[src/logic/sdbg_pkg.sv]
/*
  Shared constants for the single-pin debug controller: command bytes,
  control register fields, serial timing, CRC setup and FSM states.
  Assumes the system clock runs at CLK_HZ.
*/
`default_nettype none
package sdbg_pkg;
    // Command bytes
    localparam logic [7:0] CMD_CRC = 8'h0e;
    localparam logic [7:0] CMD_STEP = 8'h10;
    localparam logic [7:0] CMD_STUFF = 8'h11;
    localparam logic [7:0] CMD_EXEC = 8'h12;
    // Control register fields and values
    localparam int CTRL_MODE_BIT = 7;
    localparam int CTRL_BRK_BIT = 6;
    localparam int CTRL_RST_BIT = 0;
    localparam logic [7:0] CTRL_RST_STOP = 8'h81;
    localparam logic [7:0] CTRL_RST_GO = 8'h41;
    localparam logic [7:0] CTRL_RUN = 8'h40;
    localparam logic [7:0] CTRL_RESET_VAL = 8'h00;
    // Device reset request length in cycles
    localparam logic [2:0] RST_PULSE_CYC = 3'h4;
    // Serial timing
    localparam int CLK_HZ = 250000000;
    localparam int BAUD_RATE = 115200;
    localparam int BIT_CYC = CLK_HZ / BAUD_RATE;
    localparam logic [3:0] STOP_BIT_IDX = 4'h9;
    // CRC
    localparam logic [15:0] CRC_POLY = 16'h1021;
    localparam logic [15:0] CRC_INIT = 16'hffff;
    // Longest instruction in bytes
    localparam logic [2:0] MAX_INSTR = 3'h5;
    typedef enum logic [7:0] {
        ST_IDLE = 8'h01,
        ST_OPCODE = 8'h02,
        ST_INSTR = 8'h04,
        ST_DISCARD = 8'h08,
        ST_CRC = 8'h10,
        ST_SENDH = 8'h20,
        ST_SENDL = 8'h40,
        ST_RUN = 8'h80
    } sdbg_state_t;
endpackage
`default_nettype wire

[src/logic/sdbg_byte_if.sv]
/*
  Byte stream carrier with valid/ready between the controller's modules.
  Assumes both ends share clk_sys.
*/
`default_nettype none
interface sdbg_byte_if #(parameter int W = 8);
    logic valid;
    logic ready;
    logic [W-1:0] data;
    modport src (output valid, output data, input ready);
    modport snk (input valid, input data, output ready);
endinterface
`default_nettype wire

[src/logic/sdbg_fifo2.sv]
/*
  Small valid/ready buffer, two entries by default.
  Assumes DEPTH is a power of two.
*/
`default_nettype none
module sdbg_fifo2 #(
    parameter int W = 8,
    parameter int DEPTH = 2
) (
    input wire logic clk_sys,
    input wire logic rst,
    sdbg_byte_if.snk inIf,
    sdbg_byte_if.src outIf
);
    localparam int PW = $clog2(DEPTH);
    localparam logic [PW:0] FULL = (PW + 1)'(DEPTH);
    logic [W-1:0] mem_ff [DEPTH];
    logic [PW-1:0] wr_ff;
    logic [PW-1:0] rd_ff;
    logic [PW:0] cnt_ff;
    logic push;
    logic pop;

    assign inIf.ready = cnt_ff != FULL;
    assign outIf.valid = cnt_ff != '0;
    assign outIf.data = mem_ff[rd_ff];
    assign push = inIf.valid && inIf.ready;
    assign pop = outIf.valid && outIf.ready;

    // Storage
    always_ff @(posedge clk_sys) begin
        if (push) begin
            mem_ff[wr_ff] <= inIf.data;
        end
    end

    // Pointers and fill level
    always_ff @(posedge clk_sys or posedge rst) begin
        if (rst) begin
            wr_ff <= '0;
            rd_ff <= '0;
            cnt_ff <= '0;
        end else begin
            if (push) begin
                wr_ff <= wr_ff + 1'b1;
            end
            if (pop) begin
                rd_ff <= rd_ff + 1'b1;
            end
            if (push && !pop) begin
                cnt_ff <= cnt_ff + 1'b1;
            end else if (pop && !push) begin
                cnt_ff <= cnt_ff - 1'b1;
            end
        end
    end
endmodule
`default_nettype wire

[src/logic/sdbg_serial.sv]
/*
  Half-duplex byte transceiver on the single debug pin: start bit,
  eight data bits LSB first, one stop bit, idle high.
  Assumes pinIn is synchronous to clk_sys and the wire is pulled high.
*/
`default_nettype none
module sdbg_serial #(
    parameter int BIT_CYC = sdbg_pkg::BIT_CYC
) (
    input wire logic clk_sys,
    input wire logic rst,
    input wire logic pinIn,
    output logic pinOut,
    output logic pinOe,
    sdbg_byte_if.src rx,
    sdbg_byte_if.snk tx
);
    localparam logic [15:0] FULL = 16'(BIT_CYC - 1);
    localparam logic [15:0] HALF = 16'(BIT_CYC / 2);
    logic rxBusy_ff;
    logic [15:0] rxCnt_ff;
    logic [3:0] rxBit_ff;
    logic [7:0] rxSh_ff;
    logic rxValid_ff;
    logic [7:0] rxData_ff;
    logic txBusy_ff;
    logic [15:0] txCnt_ff;
    logic [3:0] txBit_ff;
    logic [9:0] txSh_ff;

    assign tx.ready = !txBusy_ff && !rxBusy_ff;
    assign pinOe = txBusy_ff;
    assign pinOut = txSh_ff[0];
    assign rx.valid = rxValid_ff;
    assign rx.data = rxData_ff;

    // Receiver, sampling mid-bit
    always_ff @(posedge clk_sys or posedge rst) begin
        if (rst) begin
            rxBusy_ff <= 1'b0;
            rxCnt_ff <= 16'h0000;
            rxBit_ff <= 4'h0;
            rxSh_ff <= 8'h00;
            rxValid_ff <= 1'b0;
            rxData_ff <= 8'h00;
        end else begin
            if (rx.ready) begin
                rxValid_ff <= 1'b0;
            end
            if (!rxBusy_ff) begin
                if (!pinIn && !txBusy_ff) begin
                    rxBusy_ff <= 1'b1;
                    rxCnt_ff <= HALF;
                    rxBit_ff <= 4'h0;
                end
            end else if (rxCnt_ff != 16'h0000) begin
                rxCnt_ff <= rxCnt_ff - 16'h0001;
            end else begin
                rxCnt_ff <= FULL;
                rxBit_ff <= rxBit_ff + 4'h1;
                if (rxBit_ff == 4'h0 && pinIn) begin
                    rxBusy_ff <= 1'b0;
                end else if (rxBit_ff == sdbg_pkg::STOP_BIT_IDX) begin
                    rxBusy_ff <= 1'b0;
                    if (pinIn) begin
                        rxValid_ff <= 1'b1;
                        rxData_ff <= rxSh_ff;
                    end
                end else if (rxBit_ff != 4'h0) begin
                    rxSh_ff <= {pinIn, rxSh_ff[7:1]};
                end
            end
        end
    end

    // Transmitter
    always_ff @(posedge clk_sys or posedge rst) begin
        if (rst) begin
            txBusy_ff <= 1'b0;
            txCnt_ff <= 16'h0000;
            txBit_ff <= 4'h0;
            txSh_ff <= 10'h3ff;
        end else if (!txBusy_ff) begin
            if (tx.valid && tx.ready) begin
                txBusy_ff <= 1'b1;
                txSh_ff <= {1'b1, tx.data, 1'b0};
                txCnt_ff <= FULL;
                txBit_ff <= 4'h0;
            end
        end else if (txCnt_ff != 16'h0000) begin
            txCnt_ff <= txCnt_ff - 16'h0001;
        end else begin
            txCnt_ff <= FULL;
            txSh_ff <= {1'b1, txSh_ff[9:1]};
            txBit_ff <= txBit_ff + 4'h1;
            if (txBit_ff == sdbg_pkg::STOP_BIT_IDX) begin
                txBusy_ff <= 1'b0;
            end
        end
    end
endmodule
`default_nettype wire

[src/logic/sdbg_ctrl.sv]
/*
  Single-pin debug controller top: debug mode state, breakpoint and
  reset-strap entry, control register actions, command decode, CRC.
  Assumes a core that runs one instruction per request and reports
  coreDone, and a program memory read port with one cycle of latency.
*/
`default_nettype none
// Contract
// - Debug mode stops fetch; core idles
// - Clock, peripherals run unless in stop
// - Entering debug leaves halt automatically
// - Debug mode keeps refreshing enabled watchdog
// - Breakpoint instruction enters debug mode
// - Pin low at reset end enters debug
// - Exit on flag clear, power-on, brown-out
// - 0EH returns program CRC, high byte first
// - 10H steps one instruction when allowed
// - 11H stuffs host opcode, executes one instruction
// - 12H executes host instruction, else discards byte
// - 81H reset-stop, 41H reset-go, 40H run
// - Control register: mode, breakpoint enable, reset
module sdbg_ctrl #(
    parameter int PM_BYTES = 4096,
    parameter int BIT_CYC = sdbg_pkg::BIT_CYC
) (
    input wire logic clk_sys,
    input wire logic rst,
    input wire logic debugSerialPinIn,
    output logic debugSerialPinOut,
    output logic debugSerialPinOe,
    input wire logic sysRstActive,
    input wire logic stopMode,
    input wire logic wdtEnable,
    input wire logic readProtect,
    input wire logic breakpointInstruction,
    input wire logic coreDone,
    input wire logic [2:0] opLen,
    input wire logic [7:0] pmRdData,
    input wire logic ctrlWrEn,
    input wire logic [7:0] ctrlWrData,
    output logic [7:0] ctrlRdData,
    output logic debugActiveFlag,
    output logic fetchHalt,
    output logic clkRun,
    output logic periphRun,
    output logic haltExit,
    output logic wdtRefresh,
    output logic deviceRstReq,
    output logic stepReq,
    output logic stuffReq,
    output logic execReq,
    output logic [39:0] instrBuf,
    output logic [2:0] instrLen,
    output logic [7:0] opProbe,
    output logic [$clog2(PM_BYTES)-1:0] pmAddr
);
    localparam int AW = $clog2(PM_BYTES) + 1;
    localparam logic [AW-1:0] PM_END = AW'(PM_BYTES);

    sdbg_byte_if #(.W(8)) rxIf ();
    sdbg_byte_if #(.W(8)) toFifo ();
    sdbg_byte_if #(.W(8)) fromFifo ();

    sdbg_pkg::sdbg_state_t state_ff;
    logic debug_ff;
    logic brkEn_ff;
    logic [2:0] rstCnt_ff;
    logic haltExit_ff;
    logic strapLow_ff;
    logic sysRstPrev_ff;
    logic running_ff;
    logic stepReq_ff;
    logic stuffReq_ff;
    logic execReq_ff;
    logic [39:0] instrBuf_ff;
    logic [2:0] idx_ff;
    logic [AW-1:0] addr_ff;
    logic pend_ff;
    logic [15:0] crc_ff;
    logic strapRel;
    logic brkHit;
    logic setEvt;
    logic cmdOk;
    logic nxt_debug;

    function automatic logic [15:0] crcByte(input logic [15:0] c,
                                            input logic [7:0] d);
        logic [15:0] r;
        r = c ^ {d, 8'h00};
        for (int i = 0; i < 8; i++) begin
            r = r[15] ? ((r << 1) ^ sdbg_pkg::CRC_POLY) : (r << 1);
        end
        return r;
    endfunction

    sdbg_serial #(.BIT_CYC(BIT_CYC)) uSerial (
        .clk_sys(clk_sys),
        .rst(rst),
        .pinIn(debugSerialPinIn),
        .pinOut(debugSerialPinOut),
        .pinOe(debugSerialPinOe),
        .rx(rxIf.src),
        .tx(fromFifo.snk)
    );

    sdbg_fifo2 #(.W(8), .DEPTH(2)) uTxBuf (
        .clk_sys(clk_sys),
        .rst(rst),
        .inIf(toFifo.snk),
        .outIf(fromFifo.src)
    );

    // Every received byte is taken at once
    assign rxIf.ready = 1'b1;
    assign toFifo.valid = (state_ff == sdbg_pkg::ST_SENDH) ||
                          (state_ff == sdbg_pkg::ST_SENDL);
    assign toFifo.data = (state_ff == sdbg_pkg::ST_SENDH) ? crc_ff[15:8]
                                                          : crc_ff[7:0];

    assign cmdOk = debug_ff && !readProtect;
    assign strapRel = sysRstPrev_ff && !sysRstActive && strapLow_ff;
    assign brkHit = breakpointInstruction && brkEn_ff;
    assign setEvt = brkHit || strapRel ||
        (ctrlWrEn && ctrlWrData[sdbg_pkg::CTRL_MODE_BIT]);

    // Entry sources win over a clear in the same cycle
    always_comb begin
        nxt_debug = debug_ff;
        if (ctrlWrEn) begin
            nxt_debug = ctrlWrData[sdbg_pkg::CTRL_MODE_BIT];
        end
        if (brkHit || strapRel) begin
            nxt_debug = 1'b1;
        end
    end

    // Debug mode flag; power-on and brown-out arrive on rst
    always_ff @(posedge clk_sys or posedge rst) begin
        if (rst) begin
            debug_ff <= 1'b0;
            haltExit_ff <= 1'b0;
        end else begin
            debug_ff <= nxt_debug;
            haltExit_ff <= !debug_ff && nxt_debug;
        end
    end

    // Reset strap: last cycle of system reset
    always_ff @(posedge clk_sys or posedge rst) begin
        if (rst) begin
            strapLow_ff <= 1'b0;
            sysRstPrev_ff <= 1'b0;
        end else begin
            sysRstPrev_ff <= sysRstActive;
            if (sysRstActive) begin
                strapLow_ff <= !debugSerialPinIn;
            end
        end
    end

    // Breakpoint enable and whole-device reset request
    always_ff @(posedge clk_sys or posedge rst) begin
        if (rst) begin
            brkEn_ff <= sdbg_pkg::CTRL_RESET_VAL[sdbg_pkg::CTRL_BRK_BIT];
            rstCnt_ff <= 3'h0;
        end else if (ctrlWrEn) begin
            brkEn_ff <= ctrlWrData[sdbg_pkg::CTRL_BRK_BIT];
            if (ctrlWrData[sdbg_pkg::CTRL_RST_BIT]) begin
                rstCnt_ff <= sdbg_pkg::RST_PULSE_CYC;
            end else if (rstCnt_ff != 3'h0) begin
                rstCnt_ff <= rstCnt_ff - 3'h1;
            end
        end else if (rstCnt_ff != 3'h0) begin
            rstCnt_ff <= rstCnt_ff - 3'h1;
        end
    end

    // Command sequencing
    always_ff @(posedge clk_sys or posedge rst) begin
        if (rst) begin
            state_ff <= sdbg_pkg::ST_IDLE;
            running_ff <= 1'b0;
            stepReq_ff <= 1'b0;
            stuffReq_ff <= 1'b0;
            execReq_ff <= 1'b0;
            instrBuf_ff <= 40'h00_0000_0000;
            idx_ff <= 3'h0;
        end else begin
            stepReq_ff <= 1'b0;
            stuffReq_ff <= 1'b0;
            execReq_ff <= 1'b0;
            unique case (state_ff)
                sdbg_pkg::ST_IDLE: begin
                    if (rxIf.valid) begin
                        if (rxIf.data == sdbg_pkg::CMD_CRC) begin
                            state_ff <= sdbg_pkg::ST_CRC;
                        end else if (rxIf.data == sdbg_pkg::CMD_STEP) begin
                            if (cmdOk) begin
                                stepReq_ff <= 1'b1;
                                running_ff <= 1'b1;
                                idx_ff <= 3'h0;
                                state_ff <= sdbg_pkg::ST_RUN;
                            end
                        end else if (rxIf.data == sdbg_pkg::CMD_STUFF) begin
                            if (cmdOk) begin
                                state_ff <= sdbg_pkg::ST_OPCODE;
                            end
                        end else if (rxIf.data == sdbg_pkg::CMD_EXEC) begin
                            idx_ff <= 3'h0;
                            state_ff <= cmdOk ? sdbg_pkg::ST_INSTR
                                              : sdbg_pkg::ST_DISCARD;
                        end
                    end
                end
                sdbg_pkg::ST_OPCODE: begin
                    if (rxIf.valid) begin
                        instrBuf_ff[7:0] <= rxIf.data;
                        idx_ff <= 3'h1;
                        stuffReq_ff <= 1'b1;
                        running_ff <= 1'b1;
                        state_ff <= sdbg_pkg::ST_RUN;
                    end
                end
                sdbg_pkg::ST_INSTR: begin
                    if (idx_ff != 3'h0 && (idx_ff >= opLen ||
                        idx_ff == sdbg_pkg::MAX_INSTR)) begin
                        execReq_ff <= 1'b1;
                        running_ff <= 1'b1;
                        state_ff <= sdbg_pkg::ST_RUN;
                    end else if (rxIf.valid) begin
                        instrBuf_ff[{idx_ff, 3'b000} +: 8] <= rxIf.data;
                        idx_ff <= idx_ff + 3'h1;
                    end
                end
                sdbg_pkg::ST_DISCARD: begin
                    if (rxIf.valid) begin
                        state_ff <= sdbg_pkg::ST_IDLE;
                    end
                end
                sdbg_pkg::ST_CRC: begin
                    if (addr_ff == PM_END && !pend_ff) begin
                        state_ff <= sdbg_pkg::ST_SENDH;
                    end
                end
                sdbg_pkg::ST_SENDH: begin
                    if (toFifo.ready) begin
                        state_ff <= sdbg_pkg::ST_SENDL;
                    end
                end
                sdbg_pkg::ST_SENDL: begin
                    if (toFifo.ready) begin
                        state_ff <= sdbg_pkg::ST_IDLE;
                    end
                end
                sdbg_pkg::ST_RUN: begin
                    if (coreDone) begin
                        running_ff <= 1'b0;
                        state_ff <= sdbg_pkg::ST_IDLE;
                    end
                end
                default: begin
                    running_ff <= 1'b0;
                    state_ff <= sdbg_pkg::ST_IDLE;
                end
            endcase
        end
    end

    // Program memory CRC walk, one byte per cycle
    always_ff @(posedge clk_sys or posedge rst) begin
        if (rst) begin
            addr_ff <= '0;
            pend_ff <= 1'b0;
            crc_ff <= sdbg_pkg::CRC_INIT;
        end else if (state_ff == sdbg_pkg::ST_IDLE && rxIf.valid &&
                     rxIf.data == sdbg_pkg::CMD_CRC) begin
            addr_ff <= '0;
            pend_ff <= 1'b0;
            crc_ff <= sdbg_pkg::CRC_INIT;
        end else if (state_ff == sdbg_pkg::ST_CRC) begin
            pend_ff <= addr_ff != PM_END;
            if (addr_ff != PM_END) begin
                addr_ff <= addr_ff + 1'b1;
            end
            if (pend_ff) begin
                crc_ff <= crcByte(crc_ff, pmRdData);
            end
        end
    end

    assign debugActiveFlag = debug_ff;
    assign ctrlRdData = {debug_ff, brkEn_ff, 5'h00,
                         rstCnt_ff != 3'h0};
    assign fetchHalt = debug_ff && !running_ff;
    assign clkRun = !stopMode;
    assign periphRun = !stopMode;
    assign haltExit = haltExit_ff;
    assign wdtRefresh = debug_ff && wdtEnable;
    assign deviceRstReq = rstCnt_ff != 3'h0;
    assign stepReq = stepReq_ff;
    assign stuffReq = stuffReq_ff;
    assign execReq = execReq_ff;
    assign instrBuf = instrBuf_ff;
    assign instrLen = idx_ff;
    assign opProbe = instrBuf_ff[7:0];
    assign pmAddr = addr_ff[AW-2:0];
endmodule
`default_nettype wire

[config.mk]
export PLATFORM = sky130hd
export DESIGN_NAME = sdbg_ctrl
export DESIGN_NICKNAME = d
export VERILOG_FILES = /design/src/logic/sdbg_pkg.sv /design/src/logic/sdbg_byte_if.sv /design/src/logic/sdbg_fifo2.sv /design/src/logic/sdbg_serial.sv /design/src/logic/sdbg_ctrl.sv
export SDC_FILE = /design/constraint.sdc
export NUM_CORES = 1
export LEC_CHECK = 0
export ABC_AREA = 0
export BUFFER_PORTS_ARGS = -buffer_cell sky130_fd_sc_hd__buf_2
export CORE_ASPECT_RATIO = 0.6
export CORE_UTILIZATION = 30
export CTS_CLUSTER_DIAMETER = 100
export DETAILED_ROUTE_END_ITERATION = 8
export HOLD_SLACK_MARGIN = 0.03
export MAX_ROUTING_LAYER = met4
export PLACE_DENSITY = 0.44
export SLEW_MARGIN = 20
export SYNTH_ARGS = -nofsm -noshare
export SYNTH_HDL_FRONTEND = slang
export SYNTH_SLANG_ARGS = --single-unit
[constraint.sdc]
create_clock -name clk_sys -period 6.1 [get_ports clk_sys]
set_clock_uncertainty 0.15 [all_clocks]
set_input_delay 0.305 -clock clk_sys [delete_from_list [all_inputs] [get_ports clk_sys]]
set_output_delay 0.305 -clock clk_sys [all_outputs]
set_load 0.05 [all_outputs]
Word level (Yosys, flattened, before mapping)
Memory sizes are Yosys's and may differ from the RTL's.
Cells that the tools add are included.
{"block": "classes", "addsub": 12, "multipliers": 0, "div_mod_pow": 0, "order_cmp": 1, "eq_ne": 39, "shift": 2, "muxes": 103, "bitwise_logic": 14, "n_reduce_logical": 59}
{"cell": "16-bit 2-to-1 mux", "count": 9}
{"cell": "8-bit 2-to-1 mux", "count": 18}
{"cell": "13-bit 2-to-1 mux", "count": 11}
{"cell": "8-bit case mux with 8 select lines", "count": 1}
{"cell": "40-bit bitwise mux", "count": 1}
{"cell": "8-bit by 8-bit variable shift with 40-bit output, first input constant", "count": 1}
{"cell": "8-bit by 8-bit variable part select with 40-bit output", "count": 1}
{"cell": "1-bit 2-to-1 mux", "count": 36}
{"cell": "3-bit 2-to-1 mux", "count": 12}
{"cell": "8-bit by 5-bit == test with 1-bit output, second input constant", "count": 4}
{"cell": "16-bit nonzero test", "count": 2}
{"cell": "16-bit by 1-bit subtractor with 16-bit output, second input constant", "count": 2}
{"cell": "10-bit 2-to-1 mux", "count": 3}
{"cell": "4-bit 2-to-1 mux", "count": 7}
{"cell": "3-bit NOT", "count": 8}
{"cell": "2-bit inequality test, second input constant", "count": 10}
{"cell": "1-bit logical AND", "count": 18}
{"cell": "8-bit by 4-bit == test with 1-bit output, second input constant", "count": 2}
{"cell": "8-bit case mux with 2 select lines", "count": 1}
{"cell": "2-bit nonzero test", "count": 8}
{"cell": "16-bit XOR", "count": 1}
{"cell": "13-bit by 1-bit adder with 13-bit output, second input constant", "count": 1}
{"cell": "13-bit == test, second input constant", "count": 1}
{"cell": "13-bit inequality test, second input constant", "count": 1}
{"cell": "other kinds (37)", "count": 71}
{"block": "totals", "regBits": 166, "latchBits": 0, "ram_bits": 16, "mem_bits_ro": 0, "input_bits": 29, "output_inout_bits": 83, "elab_cells": 261, "mem_count": 1}
{"memory": "uTxBuf.mem_ff", "words": 2, "word_bits": 8, "rd": 1, "rd_clocked_by_memory_dff": 0, "write_ports": 1, "line_no": "sdbg_fifo2.sv:17", "rtl": "logic [W-1:0] mem_ff [DEPTH];"}

Depth between registers and ports, before layout
Gate-level depths: netlist of run 1.
{"block": "logic_depth", "depth_word": 20, "depth_mapped": 10, "ltp_nobuf": 9}

Modules after synthesis
A second synthesis of run 1 with hierarchy kept.
{"block": "hier_totals", "cells_unflattened": 923, "area_unflattened_um2": 9327.7}
{"module": "sdbg_ctrl", "n_inst": 1, "cells_per_inst": 537, "area_each_um2": 4988.5, "seq_area_each_um2": 2348.5}
{"module": "sdbg_serial", "n_inst": 1, "cells_per_inst": 342, "area_each_um2": 3548.4, "seq_area_each_um2": 1712.9}
{"module": "sdbg_fifo2", "n_inst": 1, "cells_per_inst": 44, "area_each_um2": 790.8, "seq_area_each_um2": 580.6}

Least setup slack after synthesis of run 1
OpenSTA, ideal clock, no wires.
{"block": "synth_path", "kind": "flip-flop to flip-flop", "startpoint": "register idx_ff[0], in the netlist instrLen[0]", "endpoint": "register instrBuf_ff[0], in the netlist instrBuf[0]", "setup_time_ns": 0.125, "arrival_ns": 3.198, "t_required_ns": 5.825, "slack_ns": 2.628, "stages_incl_launch_ff": 10, "n_path_buf": 2, "period_less_slack_ns": 3.472, "cell_sequence": "dfrtp_1 clkbuf_1 inv_1 ha_1 ha_1 or4b_2 nor4_1 o21a_1 clkbuf_1 mux2_2"}
{"block": "synth_via", "elab_chain_cells": 6, "word_cells_on_any_way": 14, "cone_classes": "add/sub: 1; order compare: 1; eq/ne: 2; shift: 2; mux: 4; reduce/logical: 4"}
{"element": "start, declared", "line_no": "sdbg_ctrl.sv:76", "rtl": "logic [2:0] idx_ff;"}
{"element": "start signal, assigned", "line_no": "sdbg_ctrl.sv:232", "rtl": "idx_ff <= idx_ff + 3'h1;"}
{"element": "6-bit negation with 8-bit output", "line_no": "sdbg_ctrl.sv:231", "rtl": "instrBuf_ff[{idx_ff, 3'b000} +: 8] <= rxIf.data;"}
{"element": "8-bit by 8-bit variable part select with 40-bit output / 8-bit by 8-bit variable shift with 40-bit output (equally long branches)", "line_no": "sdbg_ctrl.sv:231"}
{"element": "40-bit bitwise mux", "line_no": "sdbg_ctrl.sv:231"}
{"element": "8-bit 2-to-1 mux", "line_no": "sdbg_ctrl.sv:230", "rtl": "end else if (rxIf.valid) begin"}
{"element": "8-bit 2-to-1 mux", "line_no": "sdbg_ctrl.sv:225", "rtl": "if (idx_ff != 3'h0 && (idx_ff >= opLen ||"}
{"element": "8-bit case mux with 2 select lines", "line_no": "sdbg_ctrl.sv:192", "rtl": "unique case (state_ff)"}
{"element": "end signal, assigned", "line_no": "sdbg_ctrl.sv:217", "rtl": "instrBuf_ff[7:0] <= rxIf.data;"}
{"element": "end signal, assigned by index", "line_no": "sdbg_ctrl.sv:231"}
{"element": "end, declared", "line_no": "sdbg_ctrl.sv:75", "rtl": "logic [39:0] instrBuf_ff;"}
Several ways; a longest one is shown, not always the timed one. The select of a mux whose other input is x is not followed.
A chain may end at the register's enable or synchronous reset.

Worst setup path in the final report of run 1
{"block": "layout_path", "startpoint": "register idx_ff[0], in the netlist instrLen[0]", "endpoint": "register instrBuf_ff[2], in the netlist instrBuf[2]"}
Same word-level chain as after synthesis.

==> flow_summary.yaml, run 1 <==
yosys:
  syn_area_sq_um: 9120
  synth_top_area_cell: "dfrtp_1"
  synth-seq-cells: 181
  ys.flop_type: "dfrtp_1"
  synth.distinct_cells: 63
  async_flop_share: 0.912
  yosysTopAreaCellShare: 0.381
  syn-instance-count: 877
  synth_seq_area_share: 0.509
  synth_most_common_cell: "dfrtp_1"
  netlist_top_cells_count: "dfrtp_1, nand2_1, nor2_1"
  synth_edf_count: 16
  synthTopCellsByArea: "dfrtp_1, dfstp_2, edfxtp_1"
  ys.warnings.count: 0
  synth_area_per_cell_sq_um: 10.4
job:
  maxCapViolCount: 0
route:
  drtAntennaViolNets: 0
  wl_um: 21700
  vias: 6435
  drc: 0
  drtPass1Iterations: 5
  drt_iter0_drc: 328
  viasPerCell: 4.68
  routedWlPerCell_um: 15.8
die:
  num_io_pins: 112
  die_h_um: 137
  die_w_um: 227
  initial_core_util: 0.305
  core_area_sq_um: 29900
  dieArea_sq_um: 31100
  num_rows: 49
critical_path:
  slowest_stage: "or4b_2"
  arrival_ps: 3650
  crit_type: "reg2reg"
  path_max_fanout: 11
  slowest_delay_ps: 630
  startpoint_type: "register"
  cp.required_ps: 6280
  crit_path_end_kind: "register"
  cp_cell_sequence: "inv_1 -> ha_1 -> ha_1 -> or4b_2 -> nor4_1 -> o21a_1 -> mux2_2"
  critPathMostFrequentCell: "ha_1"
sta:
  tns_ps: 0
  max_slew.worst_pin.slew_ps: 1100
  setup_viol: 0
  relSlewSlack: 0.257
  finalHoldViolCount: 0
  rsz0062_at_grt: "false"
  finalCritPeriodShare: 0.570
  timing.fmax_mhz: 288
  worst_slack_ps: 2620
  hold_ws_ps: 135
  finalCriticalPeriod_ps: 3480
  drv_slew: 0
clock_tree:
  cts_buffers: 17
  ctsResizeCount: 0
  clk_latency_ps: 440
  cts_tree: "yes"
  clkTransAtPathRegs_ps: 70
  clk_path_buf_depth: 2
  cts_setup_buffers: 0
  cts_sinks: 181
  htree_levels: 4
  cts.root.buffer_cell: "clkbuf_16"
cells_and_area:
  design_area_sq_um: 10500
  fin_cells: 1375
  area_growth_pct: 15.4
  fin_util: 0.352
  finalNetCount: 1006
  drive_gt1_frac: 0.233
placed_design:
  hpwlAfterDp_um: 15300
  io_buffers: 101
  place_inst: 1333
  dp_slack_ps: 2620
  placed_area_sq_um: 9850
  place.gp.congestion: 0.772
power:
  power.density_nw_per_um2: 254
  power_mw: 2.68
  irDropWorstVdd_mv: 0.169
  p_leak_nw: 4.85
global_route:
  first_global_vias: 6115
  grt_max_degree: 60
  grt_usage: 0.155
  grt_pass1_wl_um: 35500
  grt_overflow: 0
  antenna_found_initial: 0
status:
  status: "finished clean"
min_path:
  min_path_type: "in2reg"
[layer usage]
metal	global-route usage	vias to the layer above	share of wire
met2	0.185	111	0.37
met5	-	-	0
met3	0.0376	6	0.041
met1	0.246	3111	0.59
met4	0.0369	0	0.0046
li1	-	3207	-
[final timing paths]
kind / cells past startpoint / from / slack (ps) / end
min: 3 / pmRdData[4] / 130 / crc_ff[4]
max: 7 / instrLen[0] / 2620 / instrBuf[2]
min in group asynchronous: 3 / rst / 310 / instrBuf[5]
max reg2reg: 7 / instrLen[0] / 2620 / instrBuf[2]
min reg2reg: 1 / uSerial.txCnt_ff[10] / 330 / uSerial.txCnt_ff[10]
max in group asynchronous: 4 / rst / 4300 / state_ff[2]
[registers in the layout, indices dropped and copies added, names as in the netlist, 2 cells and up]
name / flops
addr_ff: 13
crc_ff: 16
instrBuf: 40
instrLen: 3
rstCnt_ff: 3
state_ff: 8
uSerial.rx.data: 8
uSerial.rxBit_ff: 4
uSerial.rxCnt_ff: 16
uSerial.rxSh_ff: 8
uSerial.txBit_ff: 4
uSerial.txCnt_ff: 16
uSerial.txSh_ff: 9
uTxBuf.cnt_ff: 2
uTxBuf.mem_ff: 16
[critical path: cells and delay by family (launching register included)]
family	cells	cell delay (ps)
adders and majority gates	2	640
buffers and inverters	1	210
DFF	1	600
AOI/OAI and AO/OA	1	490
muxes	1	390
and+or+nand+nor	2	870
[final cells by class]
| cell class | count | area (sq um) |
|---|---|---|
| sequential | 181 | 4640 |
| clock inverter | 10 | 95.1 |
| tap | 408 | 510 |
| timing repair buffer | 118 | 658 |
| inverter | 46 | 178 |
| antenna | 1 | 2.50 |
| fill | 3085 | 19400 |
| multi-input combinational | 590 | 3960 |
| clock buffer | 21 | 482 |
[cells in the final DEF (no fill, tap or decap), drive strengths merged, types with 11 or more instances in the layout]
| cell type | n |
|---|---|
| a21oi | 33 |
| and3 | 12 |
| buf | 108 |
| clkbuf | 21 |
| dfrtp | 139 |
| dfstp | 26 |
| edfxtp | 16 |
| ha | 23 |
| inv | 48 |
| mux2 | 50 |
| mux2i | 27 |
| nand2 | 88 |
| nand3 | 23 |
| nor2 | 63 |
| nor3 | 31 |
| nor4 | 11 |
| o211ai | 15 |
| o21ai | 57 |
| xnor2 | 30 |
| xor2 | 19 |
[cell families after synthesis]
kind of cell             count (synthesis)  synth area share
multiplexers                            77            0.0946
XOR/XNOR                                49            0.0470
flip-flops                             181             0.509
AND/OR/NAND/NOR                        290             0.160
other                                    1          0.000411
AO/OA/AOI/OAI                          146            0.0990
buffers and inverters                  110            0.0588
adder cells (fa/ha/maj)                 23            0.0315
[where the power goes]
| part | total [mW] | internal [mW] | switching [mW] | leakage (nW) |
|---|---|---|---|---|
| clock network | 1.10 | 0.609 | 0.493 | 0.289 |
| registers | 1.32 | 1.26 | 0.0524 | 2.25 |
| logic | 0.257 | 0.0991 | 0.158 | 2.32 |
[repair_timing]
item                       4_1_cts  5_1_grt
hold buffers                    10        0
setup endpoints to repair        0        0
hold endpoints to repair        60        0
Note: power is estimated with default switching activity, not from simulation.
==> inputs of run 2 (changes only) <==
--- a/config.mk
+++ b/config.mk
@@ -5,7 +5,7 @@
 export SDC_FILE = /design/constraint.sdc
 export NUM_CORES = 1
 export LEC_CHECK = 0
-export ABC_AREA = 0
+export ABC_AREA = 1
 export BUFFER_PORTS_ARGS = -buffer_cell sky130_fd_sc_hd__buf_2
 export CORE_ASPECT_RATIO = 0.6
 export CORE_UTILIZATION = 30
==> constraint.sdc (replaced) <==
create_clock -name clk_sys -period 3.4 [get_ports clk_sys]
set_clock_uncertainty 0.15 [all_clocks]
set_input_delay 0.17 -clock clk_sys [delete_from_list [all_inputs] [get_ports clk_sys]]
set_output_delay 0.17 -clock clk_sys [all_outputs]
set_load 0.05 [all_outputs]
==> run 2 against run 1 <==
Net effect:
- global-route usage up 0.54 points
- maximum frequency grew 27%
- count of clock-buffer cells in the layout is 1 lower
- cell count up 21%
- power grew 70%
- final area up 6.9%
- combinational power up 25%
- largest power group unchanged
- register-to-register slack lost 2000 ps
- largest cell class unchanged
==> flow_summary.yaml, run 2 <==
yosys:
  synth-seq-cells: 181
  ys.warnings.count: 0
  async_flop_share: 0.912
  synthTopCellsByArea: "dfrtp_1, nand2_1, dfstp_2"
  synth_most_common_cell: "nand2_1"
  netlist_top_cells_count: "nand2_1, dfrtp_1, inv_1"
  synth_seq_area_share: 0.473
  yosysTopAreaCellShare: 0.355
  syn-instance-count: 1147
  synth_area_per_cell_sq_um: 8.55
  synth.distinct_cells: 48
  ys.flop_type: "dfrtp_1"
  synth_edf_count: 16
  synth_top_area_cell: "dfrtp_1"
  syn_area_sq_um: 9810
clock_tree:
  clk_latency_ps: 440
  cts.root.buffer_cell: "clkbuf_16"
  htree_levels: 4
  ctsResizeCount: 0
  cts_sinks: 181
  cts_buffers: 17
  clk_path_buf_depth: 2
  clkTransAtPathRegs_ps: 70
  cts_tree: "yes"
sta:
  finalCriticalPeriod_ps: 2740
  tns_ps: 0
  setup_viol: 0
  max_slew.worst_pin.slew_ps: 721
  finalCritPeriodShare: 0.806
  timing.fmax_mhz: 365
  rsz0062_at_grt: "false"
  drv_slew: 0
  relSlewSlack: 0.517
  finalHoldViolCount: 0
  hold_ws_ps: 78.1
route:
  routedWlPerCell_um: 15.0
  vias: 7659
  drt_iter0_drc: 622
  drc: 0
  viasPerCell: 4.59
  wl_um: 25000
  drtAntennaViolNets: 0
  drtPass1Iterations: 6
cells_and_area:
  largest_register_ffs: 40
  final_common_cell: "nand2_1"
  finalNetCount: 1290
  layout_common_cells: "nand2_1, dfrtp_1, inv_1, nor2_1, buf_2"
  design_area_sq_um: 11200
  drive_gt1_frac: 0.214
  nFillCells: 3283
  diodes: 0
  fin_cells: 1667
  area_growth_pct: 14.6
min_path:
  min_from: "pmRdData[5]"
  whs_endpoint: "crc_ff[5]"
  min_path_type: "in2reg"
  hold_depth: 4
status:
  status: "finished clean"
placed_design:
  io_buffers: 101
  place_inst: 1622
  place.gp.congestion: 0.799
  hpwlAfterDp_um: 18400
  placed_area_sq_um: 10600
global_route:
  first_global_vias: 7251
  grt_usage: 0.160
  grt_overflow: 0
  grt_max_degree: 66
  grt_pass1_wl_um: 40500
  antenna_found_initial: 0
critical_path:
  timing.rr.start: "instrLen[0]"
  r2r_end: "instrBuf[35]"
  crit_path_end_kind: "register"
  crit_type: "reg2reg"
  reg2reg_depth: 10
  startpoint_type: "register"
  arrival_ps: 2920
  r2r_setup_slack_ps: 660
  cp.required_ps: 3580
  path_max_fanout: 16
die:
  num_io_pins: 112
  dieArea_sq_um: 33500
  core_area_sq_um: 31700
  num_rows: 50
  initial_core_util: 0.310
  die_h_um: 142
  die_w_um: 235
power:
  p_leak_nw: 5.50
  seqPwrFrac: 0.492
  p_switching_mw: 1.14
  power.density_nw_per_um2: 404
  power_mw: 4.54
  pwr-share-comb: 0.071
  swShare: 0.252
  p_int_mw: 3.40
  clkPwrFrac: 0.437
  irDropWorstVdd_mv: 0.370
job:
  maxCapViolCount: 0
run 2: changes by cell type in the layout (fill, tap and decap cells not counted), sizes merged, moves of 9 or more:
cell,before,now
mux2,50,1
o22ai,4,14
nor2,63,119
nand3,23,74
nand2b,9,0
and3,12,0
xnor2,30,19
a21oi,33,10
nor3,31,22
inv,48,135
o21ai,57,134
nand2,88,275
mux2i,27,1
run 2: worst max-delay path, stage by stage, from the launching register on:
cell,delay [ps]
dfrtp_1,630
clkinv_1,170
ha_1,230
ha_1,330
inv_1,80
nor2_2,260
nand2_1,120
nor3_1,270
nand2_4,210
nand2_1,120
o21ai_2,50
run 2: power groups by stage:
| stage | Sequential [mW] | Clock (mW) | Combinational [mW] |
|---|---|---|---|
| 2_1_floorplan | 2.28 | 0 | 0.235 |
| 3_3_place_gp | 2.28 | 0 | 0.309 |
| 3_5_place_dp | 2.28 | 0 | 0.314 |
| 4_1_cts | 2.24 | 2.05 | 0.330 |
| 5_1_grt | 2.24 | 2.12 | 0.364 |
| 6_report | 2.24 | 1.98 | 0.322 |
run 2: cells by family after synthesis:
kind of cell             share of synthesized area
AO/OA/AOI/OAI                                0.126
XOR/XNOR                                    0.0402
adder cells (fa/ha/maj)                     0.0293
buffers and inverters                       0.0933
flip-flops                                   0.473
multiplexers                               0.00217
other                                     0.000382
AND/OR/NAND/NOR                              0.236
run 2: cell type report:
cell class              count  area [sq um]  area share
clock buffers              20           437      0.0388
clock inverters            12           130      0.0116
inverters                 136           514      0.0457
multi-input cells         778          4270       0.380
flip-flops and latches    181          4640       0.413
well taps                 416           520      0.0463
repair buffers            124           736      0.0654
run 2: metrics by stage:
step                       util  setup slack [ps]
after floorplan               -               450
after global placement    0.333               687
after detailed placement  0.333               652
after CTS                 0.355               641
after global routing      0.355               368
final                     0.355               660
run 2: how the worst max path moves through the flow:
stage	start	to	slack, ps	cells past startpoint
after detailed placement	instrLen[0]	instrBuf[35]	650	10
after CTS	instrLen[0]	instrBuf[35]	640	10
after global routing	instrLen[0]	instrBuf[34]	370	10
final	instrLen[0]	instrBuf[35]	660	10
after floorplan	instrLen[0]	instrBuf[32]	450	12
after global placement	instrLen[0]	instrBuf[35]	690	10
run 2: what timing repair did:
| item | CTS | global route |
|---|---|---|
| endpoints found under the hold margin | 32 | 0 |
| hold buffers | 13 | 0 |
| setup buffers | 0 | 0 |
run 2: metal layers:
metal / wire length [um] / up-vias / track usage
met2: 9850 / 107 / 0.206
li1: - / 3869 / -
met5: 0 / - / -
met3: 708 / 23 / 0.0272
met4: 338 / 0 / 0.0526
met1: 14100 / 3660 / 0.246
